### config.mk
export PLATFORM = sky130hd
export DESIGN_NAME = reset_strap_boot_config
export DESIGN_NICKNAME = d
export VERILOG_FILES = /design/src/boot_strap_pkg.sv /design/src/reset_strap_boot_config.sv
export VERILOG_INCLUDE_DIRS = /design/src
export SDC_FILE = /design/constraint.sdc
export NUM_CORES = 1
export LEC_CHECK = 0
export BUFFER_PORTS_ARGS = -buffer_cell sky130_fd_sc_hd__buf_4
export CORE_MARGIN = 5
export CORE_UTILIZATION = 38
export CTS_CLUSTER_SIZE = 14
export DETAILED_ROUTE_END_ITERATION = 7
export GPL_TIMING_DRIVEN = 0
export PLACE_DENSITY = 0.78
export SKIP_CTS_REPAIR_TIMING = 1
export SYNTH_ARGS = -nofsm -noshare
export SYNTH_HDL_FRONTEND = slang
export SYNTH_SLANG_ARGS = --single-unit
### constraint.sdc
create_clock -name core_clk -period 1.5 [get_ports core_clk]
set_clock_uncertainty 0.05 [all_clocks]
set_input_delay 0.225 -clock core_clk [delete_from_list [all_inputs] [get_ports core_clk]]
set_output_delay 0.225 -clock core_clk [all_outputs]
set_load 0.05 [all_outputs]
### src/boot_strap_defines.svh
// Strap bit positions, configuration field layout and timing constants
`ifndef BOOT_STRAP_DEFINES_SVH
`define BOOT_STRAP_DEFINES_SVH
`define STRAP_WIDTH 7
`define STRAP_SHADOW_BIT 0
`define STRAP_LB_MODE_BIT 1
`define STRAP_LB_SYNC_BIT 2
`define STRAP_PROGRAM_BIT 4
`define STRAP_FAST_BAUD_BIT 5
`define STRAP_EEPROM_SKIP_BIT 6
`define CFG_BYTE1_OFFSET 8'h01
`define CFG_SIZE_LSB 0
`define CFG_SIZE_MSB 2
`define CFG_DEBUG_SEL_BIT 3
`define CFG_BYTE1_RESET 8'h00
`define BAUD_FAST_BPS 921600
`define BAUD_NORMAL_BPS 115200
`define CLK_HZ 20000000
`define BAUD_FAST_DIV ((`CLK_HZ) / (`BAUD_FAST_BPS))
`define BAUD_NORMAL_DIV ((`CLK_HZ) / (`BAUD_NORMAL_BPS))
`endif

### src/boot_strap_pkg.sv
// Types for the boot strap configuration loader
package boot_strap_pkg;
  typedef enum logic [1:0] {
    ST_RESET = 2'b00,
    ST_EEPROM = 2'b01,
    ST_SHADOW = 2'b10,
    ST_RUN = 2'b11
  } boot_state_t;
  typedef enum logic [2:0] {
    SIZE_64K = 3'b000,
    SIZE_128K = 3'b001,
    SIZE_256K = 3'b010,
    SIZE_512K = 3'b011,
    SIZE_1024K = 3'b100
  } sram_size_t;
endpackage

### src/reset_strap_boot_config.sv
// Boot strap capture, boot sequencing and derived pin configuration
//
// Summary of operation
// - Sample data bus bits 6..0 only during hardware reset
// - Strap bit 0 high runs program shadow copy
// - Bit 4 high enables serial programming, holds CPU
// - Bit 4 low releases CPU, no serial programming
// - Bit 5 high selects 921.6 kbps programming baud
// - Bit 5 low selects 115.2 kbps programming baud
// - Baud strap ignored when programming strapped off
// - Bit 6 high skips EEPROM, low loads it
// - EEPROM byte 1 size field sets SRAM window
// - EEPROM debug select routes three debugger pins
// - Two external interrupts: low level or falling edge
// - Interrupt 0 also serves as wakeup input
// - Flash strobes and SRAM selects are active low
//
`timescale 1ns/1ps
`default_nettype none
`include "boot_strap_defines.svh"
module reset_strap_boot_config
  import boot_strap_pkg::*;
#(
  parameter int STRAP_BITS = `STRAP_WIDTH,
  parameter int ADDR_BITS = 21
) (
  // Clock and hardware reset
  input wire logic core_clk,
  input wire logic reset_n,
  // Strap pins sampled during reset
  input wire logic [7:0] ext_mem_data_bus,
  // EEPROM loader handshake
  input wire logic eeprom_byte_valid,
  input wire logic [7:0] eeprom_byte_offset,
  input wire logic [7:0] eeprom_byte_data,
  input wire logic eeprom_load_done,
  // Shadow copier handshake and program serial port done
  input wire logic shadow_copy_done,
  input wire logic serial_program_done,
  // SRAM address decode request and memory strobe requests
  input wire logic [ADDR_BITS-1:0] sram_addr,
  input wire logic sram_access,
  input wire logic flash_read_req,
  input wire logic flash_write_req,
  // Debugger and network status sources
  input wire logic debugger_clock_src,
  input wire logic debugger_data_src,
  input wire logic link_led_src,
  input wire logic speed_led_src,
  input wire logic duplex_led_src,
  input wire logic debugger_data_in,
  // External interrupt pins and per-pin edge mode
  input wire logic [1:0] ext_int_n,
  input wire logic [1:0] int_edge_mode,
  // Captured strap view
  output logic program_shadow_strap,
  output logic [1:0] local_bus_clock_mode_strap,
  output logic serial_flash_program_strap,
  output logic fast_program_baud_strap,
  output logic eeprom_config_skip_strap,
  // Boot control
  output logic eeprom_load_start,
  output logic shadow_copy_start,
  output logic cpu_reset_hold,
  output logic serial_program_enable,
  output logic [15:0] program_baud_divisor,
  // Memory enables, active low
  output logic sram_chip_select0_n,
  output logic flash_read_strobe_n,
  output logic flash_write_strobe_n,
  // SRAM size and debug pin routing
  output logic [2:0] sram_size_select,
  output logic debug_pin_select,
  output logic debugger_clock_out,
  output logic debugger_data_out,
  output logic link_led_in_use,
  // Interrupts and wakeup
  output logic [1:0] ext_int_req,
  output logic wakeup_input
);

  initial begin
    if (STRAP_BITS != `STRAP_WIDTH || ADDR_BITS < 20) begin
      $error("reset_strap_boot_config: unsupported parameters");
    end
  end

  logic [6:0] strap_r;
  logic [7:0] cfg_byte1_r;
  boot_state_t state_r;
  boot_state_t state_nxt;
  logic [1:0] int_prev_r;

  // Address limit for chip select 0 from the size field
  function automatic logic in_sram_window(input logic [2:0] sel,
                                          input logic [ADDR_BITS-1:0] a);
    logic ok;
    ok = 1'b0;
    unique case (sel)
      SIZE_64K: ok = (a[ADDR_BITS-1:16] == '0);
      SIZE_128K: ok = (a[ADDR_BITS-1:17] == '0);
      SIZE_256K: ok = (a[ADDR_BITS-1:18] == '0);
      SIZE_512K: ok = (a[ADDR_BITS-1:19] == '0);
      SIZE_1024K: ok = (a[ADDR_BITS-1:20] == '0);
      default: ok = (a[ADDR_BITS-1:16] == '0);
    endcase
    return ok;
  endfunction

  // Sample the pins every cycle of hardware reset, freeze afterwards;
  // a software reset never reaches this block so cannot resample
  always_ff @(posedge core_clk) begin
    if (!reset_n) begin
      strap_r <= ext_mem_data_bus[6:0];
    end
  end

  // Config byte 1 is taken from the EEPROM only while loading
  always_ff @(posedge core_clk) begin
    if (!reset_n) begin
      cfg_byte1_r <= `CFG_BYTE1_RESET;
    end else if (state_r == ST_EEPROM && eeprom_byte_valid &&
                 eeprom_byte_offset == `CFG_BYTE1_OFFSET) begin
      cfg_byte1_r <= eeprom_byte_data;
    end
  end

  // Boot sequence: optional EEPROM load, optional shadow copy, run
  always_comb begin
    state_nxt = state_r;
    unique case (state_r)
      ST_RESET: begin
        if (!strap_r[`STRAP_EEPROM_SKIP_BIT]) begin
          state_nxt = ST_EEPROM;
        end else if (strap_r[`STRAP_SHADOW_BIT]) begin
          state_nxt = ST_SHADOW;
        end else begin
          state_nxt = ST_RUN;
        end
      end
      ST_EEPROM: begin
        if (eeprom_load_done) begin
          state_nxt = strap_r[`STRAP_SHADOW_BIT] ? ST_SHADOW : ST_RUN;
        end
      end
      ST_SHADOW: begin
        if (shadow_copy_done) begin
          state_nxt = ST_RUN;
        end
      end
      ST_RUN: state_nxt = ST_RUN;
    endcase
  end

  always_ff @(posedge core_clk) begin
    if (!reset_n) begin
      state_r <= ST_RESET;
    end else begin
      state_r <= state_nxt;
    end
  end

  // Strap view outputs, registered from the frozen copy
  always_ff @(posedge core_clk) begin
    if (!reset_n) begin
      program_shadow_strap <= 1'b0;
      local_bus_clock_mode_strap <= 2'b00;
      serial_flash_program_strap <= 1'b0;
      fast_program_baud_strap <= 1'b0;
      eeprom_config_skip_strap <= 1'b0;
    end else begin
      program_shadow_strap <= strap_r[`STRAP_SHADOW_BIT];
      // Board must pull mode high and sync low; reported as strapped
      local_bus_clock_mode_strap <= {strap_r[`STRAP_LB_SYNC_BIT],
                                     strap_r[`STRAP_LB_MODE_BIT]};
      serial_flash_program_strap <= strap_r[`STRAP_PROGRAM_BIT];
      // Baud strap only meaningful with programming on
      fast_program_baud_strap <= strap_r[`STRAP_PROGRAM_BIT] &
                                 strap_r[`STRAP_FAST_BAUD_BIT];
      eeprom_config_skip_strap <= strap_r[`STRAP_EEPROM_SKIP_BIT];
    end
  end

  // Boot control strobes and CPU hold
  always_ff @(posedge core_clk) begin
    if (!reset_n) begin
      eeprom_load_start <= 1'b0;
      shadow_copy_start <= 1'b0;
      cpu_reset_hold <= 1'b1;
      serial_program_enable <= 1'b0;
    end else begin
      eeprom_load_start <= (state_r == ST_RESET) && (state_nxt == ST_EEPROM);
      shadow_copy_start <= (state_r != ST_SHADOW) && (state_nxt == ST_SHADOW);
      serial_program_enable <= strap_r[`STRAP_PROGRAM_BIT];
      // CPU held while loading or copying, and while programming is strapped
      // on, except in each cycle that follows one where serial_program_done is high
      cpu_reset_hold <= (state_nxt != ST_RUN) ||
                        (strap_r[`STRAP_PROGRAM_BIT] && !serial_program_done);
    end
  end

  // Programming baud divisor; zero while programming is off
  always_ff @(posedge core_clk) begin
    if (!reset_n) begin
      program_baud_divisor <= 16'h0000;
    end else if (!strap_r[`STRAP_PROGRAM_BIT]) begin
      program_baud_divisor <= 16'h0000;
    end else if (strap_r[`STRAP_FAST_BAUD_BIT]) begin
      program_baud_divisor <= 16'(`BAUD_FAST_DIV);
    end else begin
      program_baud_divisor <= 16'(`BAUD_NORMAL_DIV);
    end
  end

  // Active-low memory enables; idle high
  always_ff @(posedge core_clk) begin
    if (!reset_n) begin
      sram_chip_select0_n <= 1'b1;
      flash_read_strobe_n <= 1'b1;
      flash_write_strobe_n <= 1'b1;
      sram_size_select <= 3'b000;
    end else begin
      sram_size_select <= cfg_byte1_r[`CFG_SIZE_MSB:`CFG_SIZE_LSB];
      sram_chip_select0_n <= !(sram_access &&
        in_sram_window(cfg_byte1_r[`CFG_SIZE_MSB:`CFG_SIZE_LSB], sram_addr));
      flash_read_strobe_n <= !flash_read_req;
      flash_write_strobe_n <= !flash_write_req;
    end
  end

  // Debug pins: debugger or network status indicators
  always_ff @(posedge core_clk) begin
    if (!reset_n) begin
      debug_pin_select <= 1'b0;
      debugger_clock_out <= 1'b0;
      debugger_data_out <= 1'b0;
      link_led_in_use <= 1'b0;
    end else begin
      debug_pin_select <= cfg_byte1_r[`CFG_DEBUG_SEL_BIT];
      if (cfg_byte1_r[`CFG_DEBUG_SEL_BIT]) begin
        debugger_clock_out <= speed_led_src;
        debugger_data_out <= duplex_led_src;
        link_led_in_use <= link_led_src;
      end else begin
        debugger_clock_out <= debugger_clock_src;
        debugger_data_out <= debugger_data_src;
        link_led_in_use <= 1'b0;
      end
    end
  end

  // Interrupts: low level, or falling edge when the mode bit is set
  always_ff @(posedge core_clk) begin
    if (!reset_n) begin
      int_prev_r <= 2'b11;
      ext_int_req <= 2'b00;
      wakeup_input <= 1'b0;
    end else begin
      int_prev_r <= ext_int_n;
      for (int i = 0; i < 2; i++) begin
        ext_int_req[i] <= int_edge_mode[i] ? (int_prev_r[i] & ~ext_int_n[i])
                                           : ~ext_int_n[i];
      end
      wakeup_input <= ~ext_int_n[0];
    end
  end

endmodule
`default_nettype wire

# ---- Yosys cells after proc, flatten, opt, wreduce, memory -nomap -nowiden
# Index checks and enable logic that the tools add are counted.
dict set report word_totals {
  wordCells 71
  reg_bits 53
  output_inout_bits 39
  input_bits 64
}
dict set report op_classes {
  eq_ne 12
  n_mux 12
  n_bitwise 6
  reduce_logical 18
}
# op count
set ops {}
lappend ops {{$eq 8x1->1 const B} 1}
lappend ops {{$mux 8} 1}
lappend ops {{$pmux 2 s4} 1}
lappend ops {{$eq 2x2->1 const B} 3}
lappend ops {{$eq 3x2->1 const B} 2}
lappend ops {{$logic_and 1x1->1} 6}
lappend ops {{$mux 1} 6}
lappend ops {{$mux 2} 3}
lappend ops {{$logic_not 5->1} 1}
lappend ops {{$eq 2x1->1 const B} 2}
lappend ops {{$logic_not 1->1} 4}
lappend ops {{$logic_not 2->1} 2}
lappend ops {{$logic_not 4->1} 1}
lappend ops {{$ne 2x2->1 const B} 2}
lappend ops {{$pmux 1 s4} 1}
lappend ops {{$reduce_and 2->1} 2}
lappend ops {{$and 1x1->1} 3}
lappend ops {{$eq 3x1->1 const B} 1}
lappend ops {{$eq 3x3->1 const B} 1}
lappend ops {{$logic_not 3->1} 1}
lappend ops {{$not 1->1} 3}
lappend ops {{$logic_or 1x1->1} 1}

# ---- Depth between registers and ports, before layout
dict set report logic_depth {
  word_depth 5
  mapped_depth 4
  ltp_nobuf 4
}

# ---- Least setup slack after synthesis
# No wires, ideal clock.
dict set report synth_path {
  kind {register -> register}
  startpoint {register cfg_byte1_r[1]}
  endpoint {register sram_chip_select0_n}
  slack_ps 281
  required_time_ps 1316
  path_stages_with_launch 5
  arrival_ps 1035
  path_buffers 0
  setup_time_ps 134
  synth_period_minus_slack_ps 1219
  path_cell_list {dfxtp_1 nor2b_1 o21bai_1 a31oi_1 or4_1}
}
dict set report synth_via {
  elab_chain_len 5
  word_cells_on_any_way 8
  classes_between {eq/ne: 4; mux: 2; reduce/logical: 2}
}
# item line_no
set synth_rtl {}
lappend synth_rtl {{from (decl)} reset_strap_boot_config.sv:89} ;# logic [7:0] cfg_byte1_r;
lappend synth_rtl {{from (signal assigned)} reset_strap_boot_config.sv:121} ;# cfg_byte1_r <= `CFG_BYTE1_RESET;
lappend synth_rtl {{from (signal assigned)} reset_strap_boot_config.sv:124} ;# cfg_byte1_r <= eeprom_byte_data;
lappend synth_rtl {{$eq 3x3->1 (tied with other cells)} reset_strap_boot_config.sv:99} ;# unique case (sel)
lappend synth_rtl {{$pmux 1 s4 (*)} reset_strap_boot_config.sv:99}
lappend synth_rtl {{$mux 1 (*)} reset_strap_boot_config.sv:217} ;# if (!reset_n) begin
lappend synth_rtl {{$logic_and 1x1->1 (*)} reset_strap_boot_config.sv:224} ;# sram_chip_select0_n <= !(sram_access &&
lappend synth_rtl {{$logic_not 1->1 (*)} reset_strap_boot_config.sv:224}
lappend synth_rtl {{to (signal assigned)} reset_strap_boot_config.sv:224}
lappend synth_rtl {{to (decl)} reset_strap_boot_config.sv:68} ;# output logic sram_chip_select0_n,
# Every way passes the cells marked *; elsewhere a longest branch is shown, timed or not. The select of a mux whose other input is x is not followed.
# A chain may end at the register's enable or synchronous reset.

# ---- Worst setup path in the final report
# Ends and elaborated chain as after synthesis.

==> Implementation_results.wiki <==
{| class="wikitable"
! Metric !! Value
|-
| Critical setup path kind || reg -> reg
|-
| Share of the yosys chip area belonging to registers || about 64%
|-
| Number of iterations in the first detailed-routing pass || 4
|-
| Ratio of cells with drive above 1 in the final layout || about two fifths
|-
| Final routed wirelength across all metal layers || a little over 3 mm
|-
| Fraction of post-synthesis cell area in the top cell type by area || about half
|-
| H-Tree Level Count || 2
|-
| Crit-path slowest cell || or4_1
|-
| I/O pin count || between 100 and 150
|-
| Final core area utilization || slightly above 60%
|-
| # clock sinks || 39
|-
| Cell count after placement || around 250
|-
| Initial core utilization || between 30% and 40%
|-
| Setup violations, final || 0
|-
| Overall fraction of global-route tracks in use || 12.0%
|-
| CP startpoint kind || flip-flop
|-
| Area contributors post-synth || dfxtp_1 50%, edfxtp_1 14%, buf_4 8.0%
|-
| Final sum of negative setup slack || 0 ns
|-
| Clock tree from TritonCTS || built
|-
| Per-instance average area after synthesis || 10.7 sq um
|-
| Number of distinct library cell variants in the gate-level netlist after synthesis || 25
|-
| Number of vias per cell after detailed routing || between 4 and 5
|-
| Min-delay worst type || in -> reg
|-
| Post-synthesis cell type with the largest combined area || dfxtp_1
|-
| Clk slew on worst S/H paths || 0.11 ns
|-
| Peak fanout along the critical path || 4
|-
| Worst path buffer plus inverter count || 0
|-
| Routed wire length per instance || 11.6 um
|-
| Diode insertion count for antenna repair || 0
|-
| Netlist area before placement || approximately 1300 sq um
|-
| Vertical extent of the die || 68.9 um
|-
| Number of storage elements in the synthesis netlist || 39
|-
| Number of buffers created by CTS || 5
|-
| Width of the chip || ~69 um
|-
| Number of antenna violations at the first check in global routing || 0
|-
| Warning count from the yosys run || 0
|-
| Outcome || finished clean
|-
| Area growth, synth to finish || 59.0%
|-
| Final Hold Viols || 0
|-
| Drt first-iter violations || 42
|-
| Critical path's top delay family || simple AND/OR/NAND/NOR gates
|-
| Commonest cells after routing, fill and taps aside || 83 x buf_4, 33 x dfxtp_1, 13 x nand2_1
|-
| Non-Filler Instances || ~270
|-
| Half-perimeter wire length after detailed placement || between 2 and 2.5 mm
|-
| Longest Clk Path Bufs || 2
|-
| Final estimated routing congestion in global placement || between 0.6 and 0.7
|-
| Core Rows || 21
|-
| Clock latency at the later pin of the worst-skew pair || ~0.34 ns
|-
| Largest incremental delay on the critical path || 0.49 ns
|-
| Pin count of the biggest net entering global routing || 12
|-
| Kind of capture point of the worst setup path || flip-flop
|-
| Routed via count || ~1100
|-
| Data arrival time of the critical path || 1.48 ns
|-
| Number of instances in the synthesized netlist || approximately 120
|-
| Setup repair after global routing missed its margin || false
|-
| Via count of the first global-routing pass || between 1000 and 1500
|-
| Buffer type at the clock tree root || clkbuf_4
|-
| Power density cells || around 1000 nW/um^2
|-
| Number of port buffers || between 60 and 70
|-
| Total gr overflow || 0
|-
| Most common library cell in the layout ignoring fill and taps || buf_4
|-
| Highest attainable clock frequency || approximately 760 MHz
|-
| Area of the core || between 3000 and 4000 sq um
|-
| Full die area || approximately 4800 sq um
|-
| Final worst path period need || about 1.3 ns
|-
| Max_cap viols || 0
|-
| Highest ir drop seen on vdd || about 0.0005 V
|-
| Sequence of cells on the critical path || nor2b_1 > o21bai_1 > a31oi_1 > or4_1
|-
| Post-route antenna net violation count || 0
|-
| Residual DRC || 0
|-
| First-pass GRT wire length || between 4 and 5 mm
|-
| Data required time of the critical path || 1.67 ns
|-
| Leakage || roughly 1.0 nW
|-
| Final Total Pwr || between 2 and 2.5 mW
|-
| Hold WS || a little under 0.02 ns
|-
| Final net count || ~280
|-
| Period utilization || 87.5%
|-
| Max-slew violation count || 0
|}
-- worst reg2reg max path, stage by stage (launching register included) --
cell      delay, ns
dfxtp_1        0.38
nor2b_1        0.06
o21bai_1       0.13
a31oi_1        0.10
or4_1          0.49
-- Yosys cell counts --
| library cell | n |
|---|---|
| dfxtp_1 | 33 |
| buf_4 | 14 |
| nand2_1 | 13 |
| and2_1 | 10 |
| nor2_1 | 8 |
| edfxtp_1 | 6 |
| inv_1 | 5 |
| o21ai_0 | 5 |
| nand2b_1 | 4 |
| and3_1 | 3 |
| a21oi_1 | 2 |
| clkbuf_1 | 2 |
| mux2i_1 | 2 |
| nor2b_1 | 2 |
| nor3_1 | 2 |
| nor4_1 | 2 |
| o21bai_1 | 2 |
| a31oi_1 | 1 |
| and4b_1 | 1 |
| conb_1 | 1 |
| mux2_2 | 1 |
| nand3_1 | 1 |
| nand3b_1 | 1 |
| o22ai_1 | 1 |
| or4_1 | 1 |
-- sequential cells by signal, indices dropped and copies added, names as in the netlist, 2 cells and up --
| register | cells |
|---|---|
| cfg_byte1_r | 4 |
| ext_int_req | 2 |
| int_prev_r | 2 |
| local_bus_clock_mode_strap | 2 |
| program_baud_divisor | 3 |
| sram_size_select | 3 |
| state_r | 2 |
| strap_r | 6 |
-- layer usage --
metal  global-route usage, %  vias up  part of all wire, %
met5                       0        -                    0
met3                    5.02        8                   14
met2                    19.9       56                   48
met4                    7.30        0                  2.1
met1                    12.5      487                   36
li1                        -      569                    -
-- per-stage QoR --
step                      cell area, sq um  worst slack [ns]
final                                 2100             0.188
after floorplan                       1350             0.281
after global routing                  2100            0.0844
after global placement                1930            0.0610
after detailed placement              1930            0.0569
after CTS                             2000             0.176
-- power by group --
part	internal, mW	switching [mW]	leakage [nW]
registers	1.12	0.0219	0.330
clock network	0.276	0.327	0.0386
logic	0.183	0.264	0.659
-- worst paths after layout --
kind	start	cells past startpoint	endpoint	slack, ns
setup / recovery	cfg_byte1_r[1]	4	sram_chip_select0_n	0.19
setup reg to reg	cfg_byte1_r[1]	4	sram_chip_select0_n	0.19
hold reg to reg	int_prev_r[1]	2	ext_int_req[1]	0.38
hold / removal	sram_addr[20]	2	sram_chip_select0_n	0.02
-- layout make-up --
cell class,instances,area (sq um)
plain buffers,16,113
repair buffers,79,618
multi-input cells,72,382
flip-flops and latches,39,841
well taps,46,57.6
fillers,292,1260
inverters,5,18.8
clock buffers,8,68.8
-- cell families (layout without fill, tap and decap cells) --
family	count (synthesis)	count (layout)	share of synthesized area, %
multiplexers	3	3	2.37
AO/OA/AOI/OAI	11	11	4.74
AND/OR/NAND/NOR	48	48	19.0
flip-flops	39	39	63.7
other	1	10	0.284
buffers and inverters	21	108	9.95
Power figures use the tool's default switching activity.
